===== src/verilog/scsc_pkg.sv =====
/*
  Constants, timing and state codes of the serial configuration streamer.
  Assumes a 100 MHz system clock; all times are converted to cycles here.
*/
package scsc_pkg;

  // ----------------------------------------
  // Clock and timing
  // ----------------------------------------
  localparam int CLK_MHZ        = 100;
  localparam int POR_MAX_MS     = 200;
  localparam int POR_CYCLES     = POR_MAX_MS * 1000 * CLK_MHZ;
  localparam int BCLK_HALF      = 4;
  localparam int DONE_WAIT_BITS = 16;
  localparam int ERR_CYCLES     = 16;
  localparam int STORED_BITS    = 1024;

  // ----------------------------------------
  // Reset values
  // ----------------------------------------
  localparam logic RST_DATA     = 1'b0;
  localparam logic RST_BCLK     = 1'b0;
  localparam logic RST_MASTER   = 1'b0;

  // ----------------------------------------
  // Sequencer states
  // ----------------------------------------
  typedef enum logic [8:0] {
    ST_POR   = 9'h001,
    ST_HOLD  = 9'h002,
    ST_SLAVE = 9'h004,
    ST_SEND  = 9'h008,
    ST_CASC  = 9'h010,
    ST_DWAIT = 9'h020,
    ST_IDLE  = 9'h040,
    ST_ERROR = 9'h080,
    ST_HALT  = 9'h100
  } scsc_state_type;

endpackage


===== src/verilog/scsc_top.sv =====
/*
  Serial configuration streamer: stores a bitstream and shifts it to a
  target logic device, as chain master or slave, with cascade hand-off,
  done timeout and error signalling on the shared reset/enable line.
  Assumes sys_rst_i is the power-on reset, the pins are resolved outside
  from the _o/_oe_o pairs, and the JTAG decode runs on clk_sys_i.
*/
`timescale 1ns/1ns
// Notes on behaviour
// [RULE_01] Low reset/enable line clears address counter and floats data.
// [RULE_02] Select high after the reset pulse: counter off, data floats.
// [RULE_03] Select low after the reset pulse: counter runs, data driven.
// [RULE_04] Any new low on the line resets, regardless of select.
// [RULE_05] Line and select both low after reset: become master. Code: master only with line high and select low on leaving ST_HOLD.
// [RULE_06] Select high after reset: slave, data floats, clock is input.
// [RULE_07] Master drives bit clock and sends the first bits.
// [RULE_08] Master after its last bit floats data, then pulls cascade low. Code: both in the same clock cycle.
// [RULE_09] Slave starts sending when select pulled low, on master clock.
// [RULE_10] Master keeps clocking until the whole transfer is done.
// [RULE_11] Done seen: idle, clock low, data high or floated per variant.
// [RULE_12] Select high before all bits sent: master pulls line low.
// [RULE_13] No done within 16 bit clocks after last bit: pull line low. Code: only a master with HAS_SLAVES clear times out.
// [RULE_14] With auto-restart set, configuration restarts after an error.
// [RULE_15] JTAG start instruction pulls start output low; release on exit.
// [RULE_16] System chains cascade to next select, shares clock/data/line.
// [RULE_17] Target done output drives the master select input.
// [RULE_18] Pull-ups on line and select enabled unless option disables.
// [RULE_19] Reset/enable line is open drain, only ever pulled low.
// [RULE_20] Bits shift out serially; master clock from internal divider.
// [RULE_21] Line held low during power-on reset, released after.
// [RULE_22] Target pulling the line low resets the device.
// [RULE_23] Counter advances one bit per bit clock; parameter marks last.
module scsc_top
  import scsc_pkg::*;
#(
  parameter int TOTAL_BITS = STORED_BITS,
  parameter int POR_CNT    = POR_CYCLES,
  parameter int HALF_CNT   = BCLK_HALF,
  parameter bit HAS_SLAVES = 1'b0
) (
  // Clock and reset
  input  wire logic                          clk_sys_i,
  input  wire logic                          sys_rst_i,
  // Reset/enable line, open drain
  input  wire logic                          rst_en_i,
  output logic                               rst_en_o,
  output logic                               rst_en_oe_o,
  // Chain handshake
  input  wire logic                          chain_select_in_n_i,
  output logic                               cascade_out_n_o,
  // Bit clock, two-way
  input  wire logic                          bit_clock_i,
  output logic                               bit_clock_o,
  output logic                               bit_clock_oe_o,
  // Serial data
  output logic                               data_o,
  output logic                               data_oe_o,
  // Start-configuration pin and JTAG request
  input  wire logic                          jtag_start_conf_i,
  output logic                               start_conf_n_o,
  output logic                               start_conf_oe_o,
  // Stored options
  input  wire logic                          auto_restart_i,
  input  wire logic                          pullup_disable_i,
  input  wire logic                          idle_data_high_i,
  output logic                               rst_en_pullup_o,
  output logic                               chain_sel_pullup_o,
  // Bit memory load port
  input  wire logic                          mem_wr_i,
  input  wire logic [$clog2(TOTAL_BITS)-1:0] mem_addr_i,
  input  wire logic                          mem_bit_i
);

  localparam int AW = $clog2(TOTAL_BITS);
  localparam int CW = $clog2(TOTAL_BITS + 1);
  localparam int PCW = $clog2(POR_CNT + 1);

  initial
  begin
    if (TOTAL_BITS < 2 || HALF_CNT < 1 || HALF_CNT > 8 || POR_CNT < 1)
      $error("scsc_top: unsupported parameter value");
  end

  // ----------------------------------------
  // Input synchronisers
  // ----------------------------------------
  logic [2:0] in_s1_ff;
  logic [2:0] in_s2_ff;
  logic       bclk_prev_ff;

  always_ff @(posedge clk_sys_i)
  begin
    in_s1_ff     <= {bit_clock_i, chain_select_in_n_i, rst_en_i};
    in_s2_ff     <= in_s1_ff;
    bclk_prev_ff <= in_s2_ff[2];
  end

  wire line_low = ~in_s2_ff[0];
  wire sel_high = in_s2_ff[1];
  wire s_tick   = bclk_prev_ff & ~in_s2_ff[2];

  // ----------------------------------------
  // State and counters
  // ----------------------------------------
  scsc_state_type      state_ff;
  scsc_state_type      nxt_state;
  logic                master_ff;
  logic [PCW-1:0]      por_cnt_ff;
  logic [3:0]          err_cnt_ff;
  logic [3:0]          wait_cnt_ff;
  logic [AW:0]         addr_ff;
  logic [CW-1:0]       sent_ff;
  logic [$clog2(HALF_CNT+1)-1:0] div_cnt_ff;
  logic                bclk_ff;
  logic                data_ff;
  logic                start_oe_ff;
  logic                pullup_ff;
  logic                mem_ff [TOTAL_BITS];

  wire in_send   = state_ff == ST_SEND;
  wire in_casc   = state_ff == ST_CASC;
  wire in_dwait  = state_ff == ST_DWAIT;
  wire in_idle   = state_ff == ST_IDLE;
  wire in_error  = state_ff == ST_ERROR;
  wire bclk_run  = master_ff & (in_send | in_casc | in_dwait);
  wire div_wrap  = div_cnt_ff == ($bits(div_cnt_ff))'(HALF_CNT - 1);
  wire m_tick    = bclk_run & div_wrap & bclk_ff;
  wire tick      = master_ff ? m_tick : s_tick;
  wire last_sent = sent_ff == CW'(TOTAL_BITS);
  wire err_done  = err_cnt_ff == 4'(ERR_CYCLES - 1);
  wire wait_done = wait_cnt_ff == 4'(DONE_WAIT_BITS - 1);

  // ----------------------------------------
  // Sequencer
  // ----------------------------------------
  always_comb
  begin
    nxt_state = state_ff;
    case (state_ff)
      ST_POR:
        if (por_cnt_ff == '0)
          nxt_state = ST_HOLD;                                   // RULE_21
      ST_ERROR:
        if (err_done)
          nxt_state = auto_restart_i ? ST_HOLD : ST_HALT;        // RULE_14
      ST_HALT:
        nxt_state = ST_HALT;
      default:
        if (line_low)
          nxt_state = ST_HOLD;                                   // RULE_04 RULE_22
        else
          case (state_ff)
            ST_HOLD:
              nxt_state = sel_high ? ST_SLAVE : ST_SEND;         // RULE_02 RULE_03
            ST_SLAVE:
              if (!sel_high)
                nxt_state = ST_SEND;                             // RULE_09
            ST_SEND:
              if (master_ff && sel_high)
                nxt_state = ST_ERROR;                            // RULE_12
              else if (tick && last_sent)
                nxt_state = (master_ff && !HAS_SLAVES) ? ST_DWAIT : ST_CASC;
            ST_CASC:
              if (master_ff && sel_high)
                nxt_state = ST_IDLE;                             // RULE_10
            ST_DWAIT:
              if (sel_high)
                nxt_state = ST_IDLE;                             // RULE_11
              else if (tick && wait_done)
                nxt_state = ST_ERROR;                            // RULE_13
            default:
              nxt_state = state_ff;
          endcase
    endcase
  end

  always_ff @(posedge clk_sys_i)
  begin
    if (sys_rst_i)
      state_ff <= ST_POR;
    else
      state_ff <= nxt_state;
  end

  // Role is taken only when leaving the reset pulse.
  always_ff @(posedge clk_sys_i)
  begin
    if (sys_rst_i || state_ff == ST_HOLD && line_low)
      master_ff <= RST_MASTER;
    else if (state_ff == ST_HOLD)
      master_ff <= ~sel_high;                                    // RULE_05
  end

  always_ff @(posedge clk_sys_i)
  begin
    if (sys_rst_i)
      por_cnt_ff <= PCW'(POR_CNT - 1);
    else if (por_cnt_ff != '0)
      por_cnt_ff <= por_cnt_ff - 1'b1;
  end

  always_ff @(posedge clk_sys_i)
  begin
    if (sys_rst_i || !in_error)
      err_cnt_ff <= '0;
    else if (!err_done)
      err_cnt_ff <= err_cnt_ff + 1'b1;
  end

  always_ff @(posedge clk_sys_i)
  begin
    if (sys_rst_i || !in_dwait)
      wait_cnt_ff <= '0;
    else if (tick)
      wait_cnt_ff <= wait_cnt_ff + 1'b1;                         // RULE_13
  end

  // ----------------------------------------
  // Master bit clock divider
  // ----------------------------------------
  always_ff @(posedge clk_sys_i)
  begin
    if (sys_rst_i || !bclk_run)
    begin
      div_cnt_ff <= '0;
      bclk_ff    <= RST_BCLK;                                    // RULE_11
    end
    else if (div_wrap)
    begin
      div_cnt_ff <= '0;
      bclk_ff    <= ~bclk_ff;                                    // RULE_20
    end
    else
      div_cnt_ff <= div_cnt_ff + 1'b1;
  end

  // ----------------------------------------
  // Bit memory, fetch and shifter
  // ----------------------------------------
  logic buf_in_ready;
  logic buf_out_valid;
  logic buf_out_data;
  wire  fetch     = in_send & (addr_ff < (AW+1)'(TOTAL_BITS));
  wire  pop       = tick & in_send & ~last_sent;
  wire  buf_clear = ~in_send;                                    // RULE_01

  always_ff @(posedge clk_sys_i)
  begin
    if (mem_wr_i)
      mem_ff[mem_addr_i] <= mem_bit_i;
  end

  // Fetch runs ahead of the shifter by at most the buffer depth.
  always_ff @(posedge clk_sys_i)
  begin
    if (sys_rst_i || !in_send)
      addr_ff <= '0;                                             // RULE_01
    else if (fetch && buf_in_ready)
      addr_ff <= addr_ff + 1'b1;                                 // RULE_23
  end

  scsc_buf2 #(
    .WIDTH (1),
    .DEPTH (2)
  ) u_buf (
    .clk_sys_i   (clk_sys_i),
    .sys_rst_i   (sys_rst_i),
    .clear_i     (buf_clear),
    .in_valid_i  (fetch),
    .in_ready_o  (buf_in_ready),
    .in_data_i   (mem_ff[addr_ff[AW-1:0]]),
    .out_valid_o (buf_out_valid),
    .out_ready_i (pop),
    .out_data_o  (buf_out_data)
  );

  // Data changes on the falling bit clock edge; target samples on rising.
  always_ff @(posedge clk_sys_i)
  begin
    if (sys_rst_i || !in_send)
      sent_ff <= '0;
    else if (pop && buf_out_valid)
      sent_ff <= sent_ff + 1'b1;                                 // RULE_23
  end

  always_ff @(posedge clk_sys_i)
  begin
    if (sys_rst_i)
      data_ff <= RST_DATA;
    else if (nxt_state == ST_IDLE)
      data_ff <= 1'b1;
    else if (pop && buf_out_valid)
      data_ff <= buf_out_data;                                   // RULE_07
  end

  always_ff @(posedge clk_sys_i)
  begin
    if (sys_rst_i)
    begin
      start_oe_ff <= 1'b0;
      pullup_ff   <= 1'b1;
    end
    else
    begin
      start_oe_ff <= jtag_start_conf_i;                          // RULE_15
      pullup_ff   <= ~pullup_disable_i;                          // RULE_18
    end
  end

  // ----------------------------------------
  // Pin drive
  // ----------------------------------------
  assign rst_en_o           = 1'b0;                              // RULE_19
  assign rst_en_oe_o        = state_ff == ST_POR | in_error | state_ff == ST_HALT;
  assign data_o             = data_ff;
  assign data_oe_o          = in_send | (in_idle & master_ff & idle_data_high_i);
  assign bit_clock_o        = bclk_ff;
  assign bit_clock_oe_o     = master_ff & (bclk_run | in_idle);  // RULE_06 RULE_07
  assign cascade_out_n_o    = ~(in_casc | in_dwait | in_idle);   // RULE_08
  assign start_conf_n_o     = 1'b0;
  assign start_conf_oe_o    = start_oe_ff;
  assign rst_en_pullup_o    = pullup_ff;
  assign chain_sel_pullup_o = pullup_ff;
endmodule // scsc_top


===== src/verilog/scsc_buf2.sv =====
/*
  Small FIFO between the bit memory and the serial shifter.
  Assumes one clock; clear_i empties it in one cycle.
*/
`timescale 1ns/1ns
module scsc_buf2 #(
  parameter int WIDTH = 1,
  parameter int DEPTH = 2
) (
  // Clock and reset
  input  wire logic             clk_sys_i,
  input  wire logic             sys_rst_i,
  input  wire logic             clear_i,
  // Fill side
  input  wire logic             in_valid_i,
  output logic                  in_ready_o,
  input  wire logic [WIDTH-1:0] in_data_i,
  // Drain side
  output logic                  out_valid_o,
  input  wire logic             out_ready_i,
  output logic      [WIDTH-1:0] out_data_o
);

  localparam int PW = $clog2(DEPTH);

  initial
  begin
    if (DEPTH < 2 || (DEPTH & (DEPTH - 1)) != 0)
      $error("DEPTH must be a power of two, at least 2");
  end

  logic [WIDTH-1:0] mem_ff [DEPTH];
  logic [PW-1:0]    wr_ptr_ff;
  logic [PW-1:0]    rd_ptr_ff;
  logic [PW:0]      count_ff;
  wire              push = in_valid_i & in_ready_o;
  wire              pop  = out_valid_o & out_ready_i;

  assign in_ready_o  = count_ff != (PW+1)'(DEPTH);
  assign out_valid_o = count_ff != '0;
  assign out_data_o  = mem_ff[rd_ptr_ff];

  always_ff @(posedge clk_sys_i)
  begin
    if (push)
      mem_ff[wr_ptr_ff] <= in_data_i;
  end

  always_ff @(posedge clk_sys_i)
  begin
    if (sys_rst_i || clear_i)
    begin
      wr_ptr_ff <= '0;
      rd_ptr_ff <= '0;
      count_ff  <= '0;
    end
    else
    begin
      wr_ptr_ff <= wr_ptr_ff + PW'(push);
      rd_ptr_ff <= rd_ptr_ff + PW'(pop);
      count_ff  <= count_ff + (PW+1)'(push) - (PW+1)'(pop);
    end
  end

endmodule // scsc_buf2


===== config.mk =====
export PLATFORM = sky130hd
export DESIGN_NAME = scsc_top
export DESIGN_NICKNAME = d
export VERILOG_FILES = /design/src/verilog/scsc_pkg.sv /design/src/verilog/scsc_top.sv /design/src/verilog/scsc_buf2.sv
export SDC_FILE = /design/constraint.sdc
export NUM_CORES = 2
export LEC_CHECK = 0
export BUFFER_PORTS_ARGS = -buffer_cell sky130_fd_sc_hd__buf_2
export CAP_MARGIN = 20
export CORE_UTILIZATION = 55
export DETAILED_ROUTE_END_ITERATION = 10
export GPL_TIMING_DRIVEN = 1
export MAX_ROUTING_LAYER = met4
export PLACE_DENSITY = 0.71
export SYNTH_ARGS = -nofsm -noshare
export SYNTH_HDL_FRONTEND = slang
export SYNTH_HIERARCHICAL = 1
export SYNTH_SLANG_ARGS = --single-unit

===== constraint.sdc =====
create_clock -name clk_sys_i -period 3.35 [get_ports clk_sys_i]
set_input_delay 0.1675 -clock clk_sys_i [delete_from_list [all_inputs] [get_ports clk_sys_i]]
set_output_delay 0.1675 -clock clk_sys_i [all_outputs]
set_load 0.01 [all_outputs]

; Word-level counts from Yosys, hierarchy flattened
; Memory sizes are Yosys's and may differ from the RTL's. A register that Yosys moved wholly into a read port is not among the register bits.
; Index checks and enable logic that the tools add are counted.
[totals]
ff_bits = 83
ramBits = 1026
output_inout_bits = 11
word_cells = 119
n_memories = 2
[mem_list]
columns = memory, depth, width, read_ports, rd_clocked_by_memory_dff, wr, line
row1 = mem_ff, 1024, 1, 1, 1, 1, scsc_top.sv:118  ; logic mem_ff [TOTAL_BITS];
row2 = u_buf.mem_ff, 2, 1, 1, 1, 1, scsc_buf2.sv:32  ; logic [WIDTH-1:0] mem_ff [DEPTH];
[classes]
add_sub_neg = 10
magnitude_cmp = 1
eq_ne = 15
muxes = 24
bitwise_logic = 28
n_reduce_logical = 21
[ops]
columns = operator, count
row1 = 2-to-1 mux 9 bit, 10
row2 = one-hot mux 9 bit (5 select lines), 1
row3 = one-hot mux 9 bit (3 select lines), 1
row4 = zero test 25 bit, 1
row5 = nonzero test 25 bit, 1
row6 = subtractor 25 x 1 -> 25 bit (second input constant), 1
row7 = adder 11 x 1 -> 11 bit (second input constant), 2
row8 = 2-to-1 mux 10 bit, 2
row9 = == test 9 x 7 -> 1 bit (second input constant), 2
row10 = AND 1 bit, 12
row11 = == test 11 bit (second input constant), 1
row12 = less-than comparator 11 bit (second input constant), 1
row13 = == test 9 x 1 -> 1 bit (second input constant), 1
row14 = == test 9 x 2 -> 1 bit (second input constant), 1
row15 = == test 9 x 3 -> 1 bit (second input constant), 1
row16 = == test 9 x 4 -> 1 bit (second input constant), 1
row17 = == test 9 x 5 -> 1 bit (second input constant), 1
row18 = == test 9 x 6 -> 1 bit (second input constant), 1
row19 = == test 9 x 8 -> 1 bit (second input constant), 1
row20 = == test 9 bit (second input constant), 1
row21 = adder 4 x 1 -> 4 bit (second input constant), 2
row22 = == test 4 bit (second input constant), 2
row23 = 2-to-1 mux 1 bit, 8
row24 = NOT 1 bit, 8
row25 = other kinds (14), 36

; Longest topological paths before layout
[logic_depth]
depth_word = 15
ltp_mapped = 14
mapped_depth_nobuf = 11

; Modules after synthesis
; The synthesis kept the hierarchy.
[modules_own_cells]
columns = module, instances, cells_per_inst, area_per_inst_um2
row1 = scsc_top, 1, 3506, 48277.6
row2 = scsc_buf2, 1, 25, 309.0

; Least setup slack after synthesis
; Ideal clock, no wire load.
[synth_path]
kind = reg-to-reg
from = register (tool-made name)
to = memory u_buf.mem_ff[0] (data pin)
arrival_time_ns = 2.644
required_time_ns = 3.067
path_slack_ns = 0.423
path_stages_with_launch = 11
n_path_buf = 4
cell_sequence = dfxtp_1 > buf_2 > buf_2 > buf_2 > buf_1 > mux4_2 > o32ai_1 > a21oi_1 > a2111o_1 > a32oi_1 > nand4_1
[synth_lines]
columns = element, line
row1 = end: declaration, scsc_buf2.sv:32

==> results.sh <==
export IMPL_crit_type="flop to flop"
export IMPL_final_cell_mix="nor2_1 (1106), edfxtp_1 (1026), mux4_2 (236), buf_4 (185), nand2_1 (121)"
export IMPL_async_flop_share=0
export IMPL_min_path_cells=3
export IMPL_antenna_found_initial=3
export IMPL_ys_types=75
export IMPL_worstSetupEndpointType="flop"
export IMPL_synth_seq_cells=1119
export IMPL_rr_worst_depth=13
export IMPL_fin_util=0.634
export IMPL_static_leakage_power_nw=16.5
export IMPL_syn_inst=3531
export IMPL_io_buffers=29
export IMPL_synth_seq_area_share=0.672
export IMPL_synth_edf_count=1026
export IMPL_power_density_nw_per_um2=515
export IMPL_cts_tree="built"
export IMPL_crit_path_end="u_buf/mem_ff[1]$_DFFE_PP_"
export IMPL_power_frac_comb=0.018
export IMPL_fp_row_count=108
export IMPL_antenna_left=0
export IMPL_setup_viol=2
export IMPL_synth_avg_cell_area_um2=13.8
export IMPL_power_switching_w=0.00583
export IMPL_route_detailed_drc=0
export IMPL_core_area_um2=87200
export IMPL_numCtsBuffers=112
export IMPL_skew_ns=0.0291
export IMPL_relSlewSlack=0.301
export IMPL_pin_count=32
export IMPL_fin_area_um2=55300
export IMPL_routedWlPerCell_um=27.1
export IMPL_synthTopCellsByArea="edfxtp_1 (63%), mux4_2 (11%), nor2_1 (8.5%)"
export IMPL_vias_per_cell=6.30
export IMPL_root_buffer="clkbuf_16"
export IMPL_dr_pass1_iters=6
export IMPL_seqCellArea_um2=32700
export IMPL_p_int_w=0.0226
export IMPL_path_max_fanout=4
export IMPL_r2r_end="u_buf/mem_ff[1]$_DFFE_PP_"
export IMPL_grt_util_all_layers=0.304
export IMPL_hold_viol_final=0
export IMPL_synth_top_area_cell="edfxtp_1"
export IMPL_place_congestion=0.867
export IMPL_fp_dieW_um=299
export IMPL_grt_pass1_wl_mm=192
export IMPL_ir_drop_mv=0.448
export IMPL_htreeDepth=3
export IMPL_ys_warn_count=6
export IMPL_dieArea_um2=89500
export IMPL_violations="negative setup slack"
export IMPL_setup_ws_ns=-0.102
export IMPL_drive_above_1_share=0.201
export IMPL_die_y_um=299
export IMPL_synth_flop_cell="edfxtp_1"
export IMPL_grt_max_degree=175
export IMPL_netSwitchingFraction=0.205
export IMPL_drt_initial_drc_count=4354
export IMPL_layout_commonest_cell="nor2_1"
export IMPL_setup_worst_path_start_class="flop"
export IMPL_clock_sinks=1119
export IMPL_post_route_period_util=1.03
export IMPL_worst_hold_path_type="input pin to flop"
export IMPL_area_delta_synth_final_pct=13.7
export IMPL_synth_top_area_frac=0.634
export IMPL_drv_cap=0
export IMPL_initial_core_util=0.557
export IMPL_clockBufferDepth=3
export IMPL_path_clk_slew_ns=0.07
export IMPL_cp_arrival_ns=3.87
export IMPL_dp_hpwl_mm=74.7
export IMPL_seqPwrFrac=0.536
export IMPL_fmax_mhz=290
export IMPL_clock_latency_ns=0.72
export IMPL_num_vias=30670
export IMPL_placed_area_um2=51000
export IMPL_fillCellCount=6276
export IMPL_slew_viol_final=0
export IMPL_grt_pass1_vias=29952
export IMPL_rrSetupSlack_ns=-0.10
export IMPL_wirelength_mm=132
export IMPL_multiInputGateArea_um2=14700
export IMPL_worst_slew_pin_slew_ns=1.05
export IMPL_grt_overflow_total=0
export IMPL_period_minus_slack_ns=3.45
export IMPL_worst_ep_required_time_ns=3.77
export IMPL_final_nets=3645
export IMPL_clkPwrFrac=0.446
export IMPL_rsz0062_at_grt="true"
export IMPL_synth_area_um2=48600
export IMPL_status="finished, violations left"
==> synthesized netlist by cell type (26+ instances only) <==
library cell	number
clkbuf_1	189
a21oi_1	47
mux2i_1	95
buf_1	61
buf_2	27
nand2_1	141
mux4_2	236
nor2_1	1106
o21ai_0	30
nor3_1	40
dfxtp_1	93
nand3_1	36
buf_4	26
edfxtp_1	1026
==> area by class of cell <==
cell class | instances | area share
inverter | 22 | 0.00149
multi-input combinational | 2082 | 0.266
tap | 1155 | 0.0262
clock buffer | 150 | 0.0553
clock inverter | 62 | 0.0115
antenna | 3 | 0.000136
sequential | 1119 | 0.591
timing repair buffer | 275 | 0.0478
==> per-layer routing <==
metal	wire, um	global-route usage
met1	48500	0.396
met2	63000	0.470
met3	15200	0.0687
met4	5240	0.114
met5	0	-
==> through the flow <==
stage	instances	setup WS (ns)	power, W	hold WS (ns)	setup TNS, ns
after global placement	4619	-0.141	0.0160	0.271	-0.281
after detailed placement	4619	-0.165	0.0160	0.272	-0.330
after global routing	4868	-0.164	0.0291	0.0447	-0.329
after floorplan	3532	0.423	0.0157	0.195	0
after CTS	4855	0.00551	0.0285	0.00154	0
final	4868	-0.102	0.0284	0.0402	-0.204
==> critical path, stage by stage, from the launching register on <==
cell and delay, ns:
dfxtp_4 0.36, buf_12 0.12, buf_12 0.11, buf_12 0.11, buf_12 0.10, mux4_2 0.48
a22o_1 0.24, a221oi_2 0.23, o2111ai_2 0.26, nor3_2 0.34, nor3_2 0.12, o41ai_4 0.37
buf_4 0.17, nand4_1 0.14
==> sequential cells by signal, summed over array words and instances (netlist names), 2 cells and up, named ones only <==
| register | count |
|---|---|
| por_cnt_ff | 25 |
| mem_ff | 1024 |
| state_ff | 9 |
| in_s1_ff | 3 |
| div_cnt_ff | 3 |
| err_cnt_ff | 4 |
| u_buf/mem_ff | 2 |
| sent_ff | 11 |
| addr_ff | 11 |
| in_s2_ff | 3 |
| wait_cnt_ff | 4 |
| u_buf/count_ff | 2 |
==> power groups by stage <==
| stage | Clock (W) | Sequential [W] | Combinational (W) |
|---|---|---|---|
| CTS | 0.0128 | 0.0152 | 0.000507 |
| finish | 0.0127 | 0.0152 | 0.000519 |
| global route | 0.0133 | 0.0152 | 0.000546 |
| floorplan | 0 | 0.0155 | 0.000157 |
| global placement | 0 | 0.0155 | 0.000488 |
| detailed placement | 0 | 0.0155 | 0.000495 |
==> timing repair <==
action	4_1_cts	5_1_grt
pin swaps	4	10
hold buffers	12	0
resized for setup	9	18
buffers inserted	12	10
endpoints found under the hold margin	45	0
setup endpoints to repair	2	2
gates cloned	1	0
==> kinds of logic after synthesis <==
group           count (synthesis)  synth area share
fa+ha+maj                      12           0.00309
compound gates                219            0.0315
flops                        1119             0.672
buf+inv                       331            0.0292
other cells                     1         0.0000772
xor+xnor                       39           0.00731
mux                           339             0.131
simple gates                 1471             0.126
==> worst min-delay path by stage <==
stage                        endpoint     startpoint  slack, ns
2_1_floorplan     in_s1_ff[0]$_DFF_P_       rst_en_i       0.20
3_3_place_gp      in_s1_ff[0]$_DFF_P_       rst_en_i       0.27
3_5_place_dp      in_s1_ff[0]$_DFF_P_       rst_en_i       0.27
4_1_cts         mem_ff[827]$_DFFE_PP_  mem_addr_i[2]      0.002
5_1_grt        state_ff[5]$_SDFF_PP0_      sys_rst_i       0.04
6_report       state_ff[7]$_SDFF_PP0_      sys_rst_i       0.04
(Power assumes the default switching activity.)
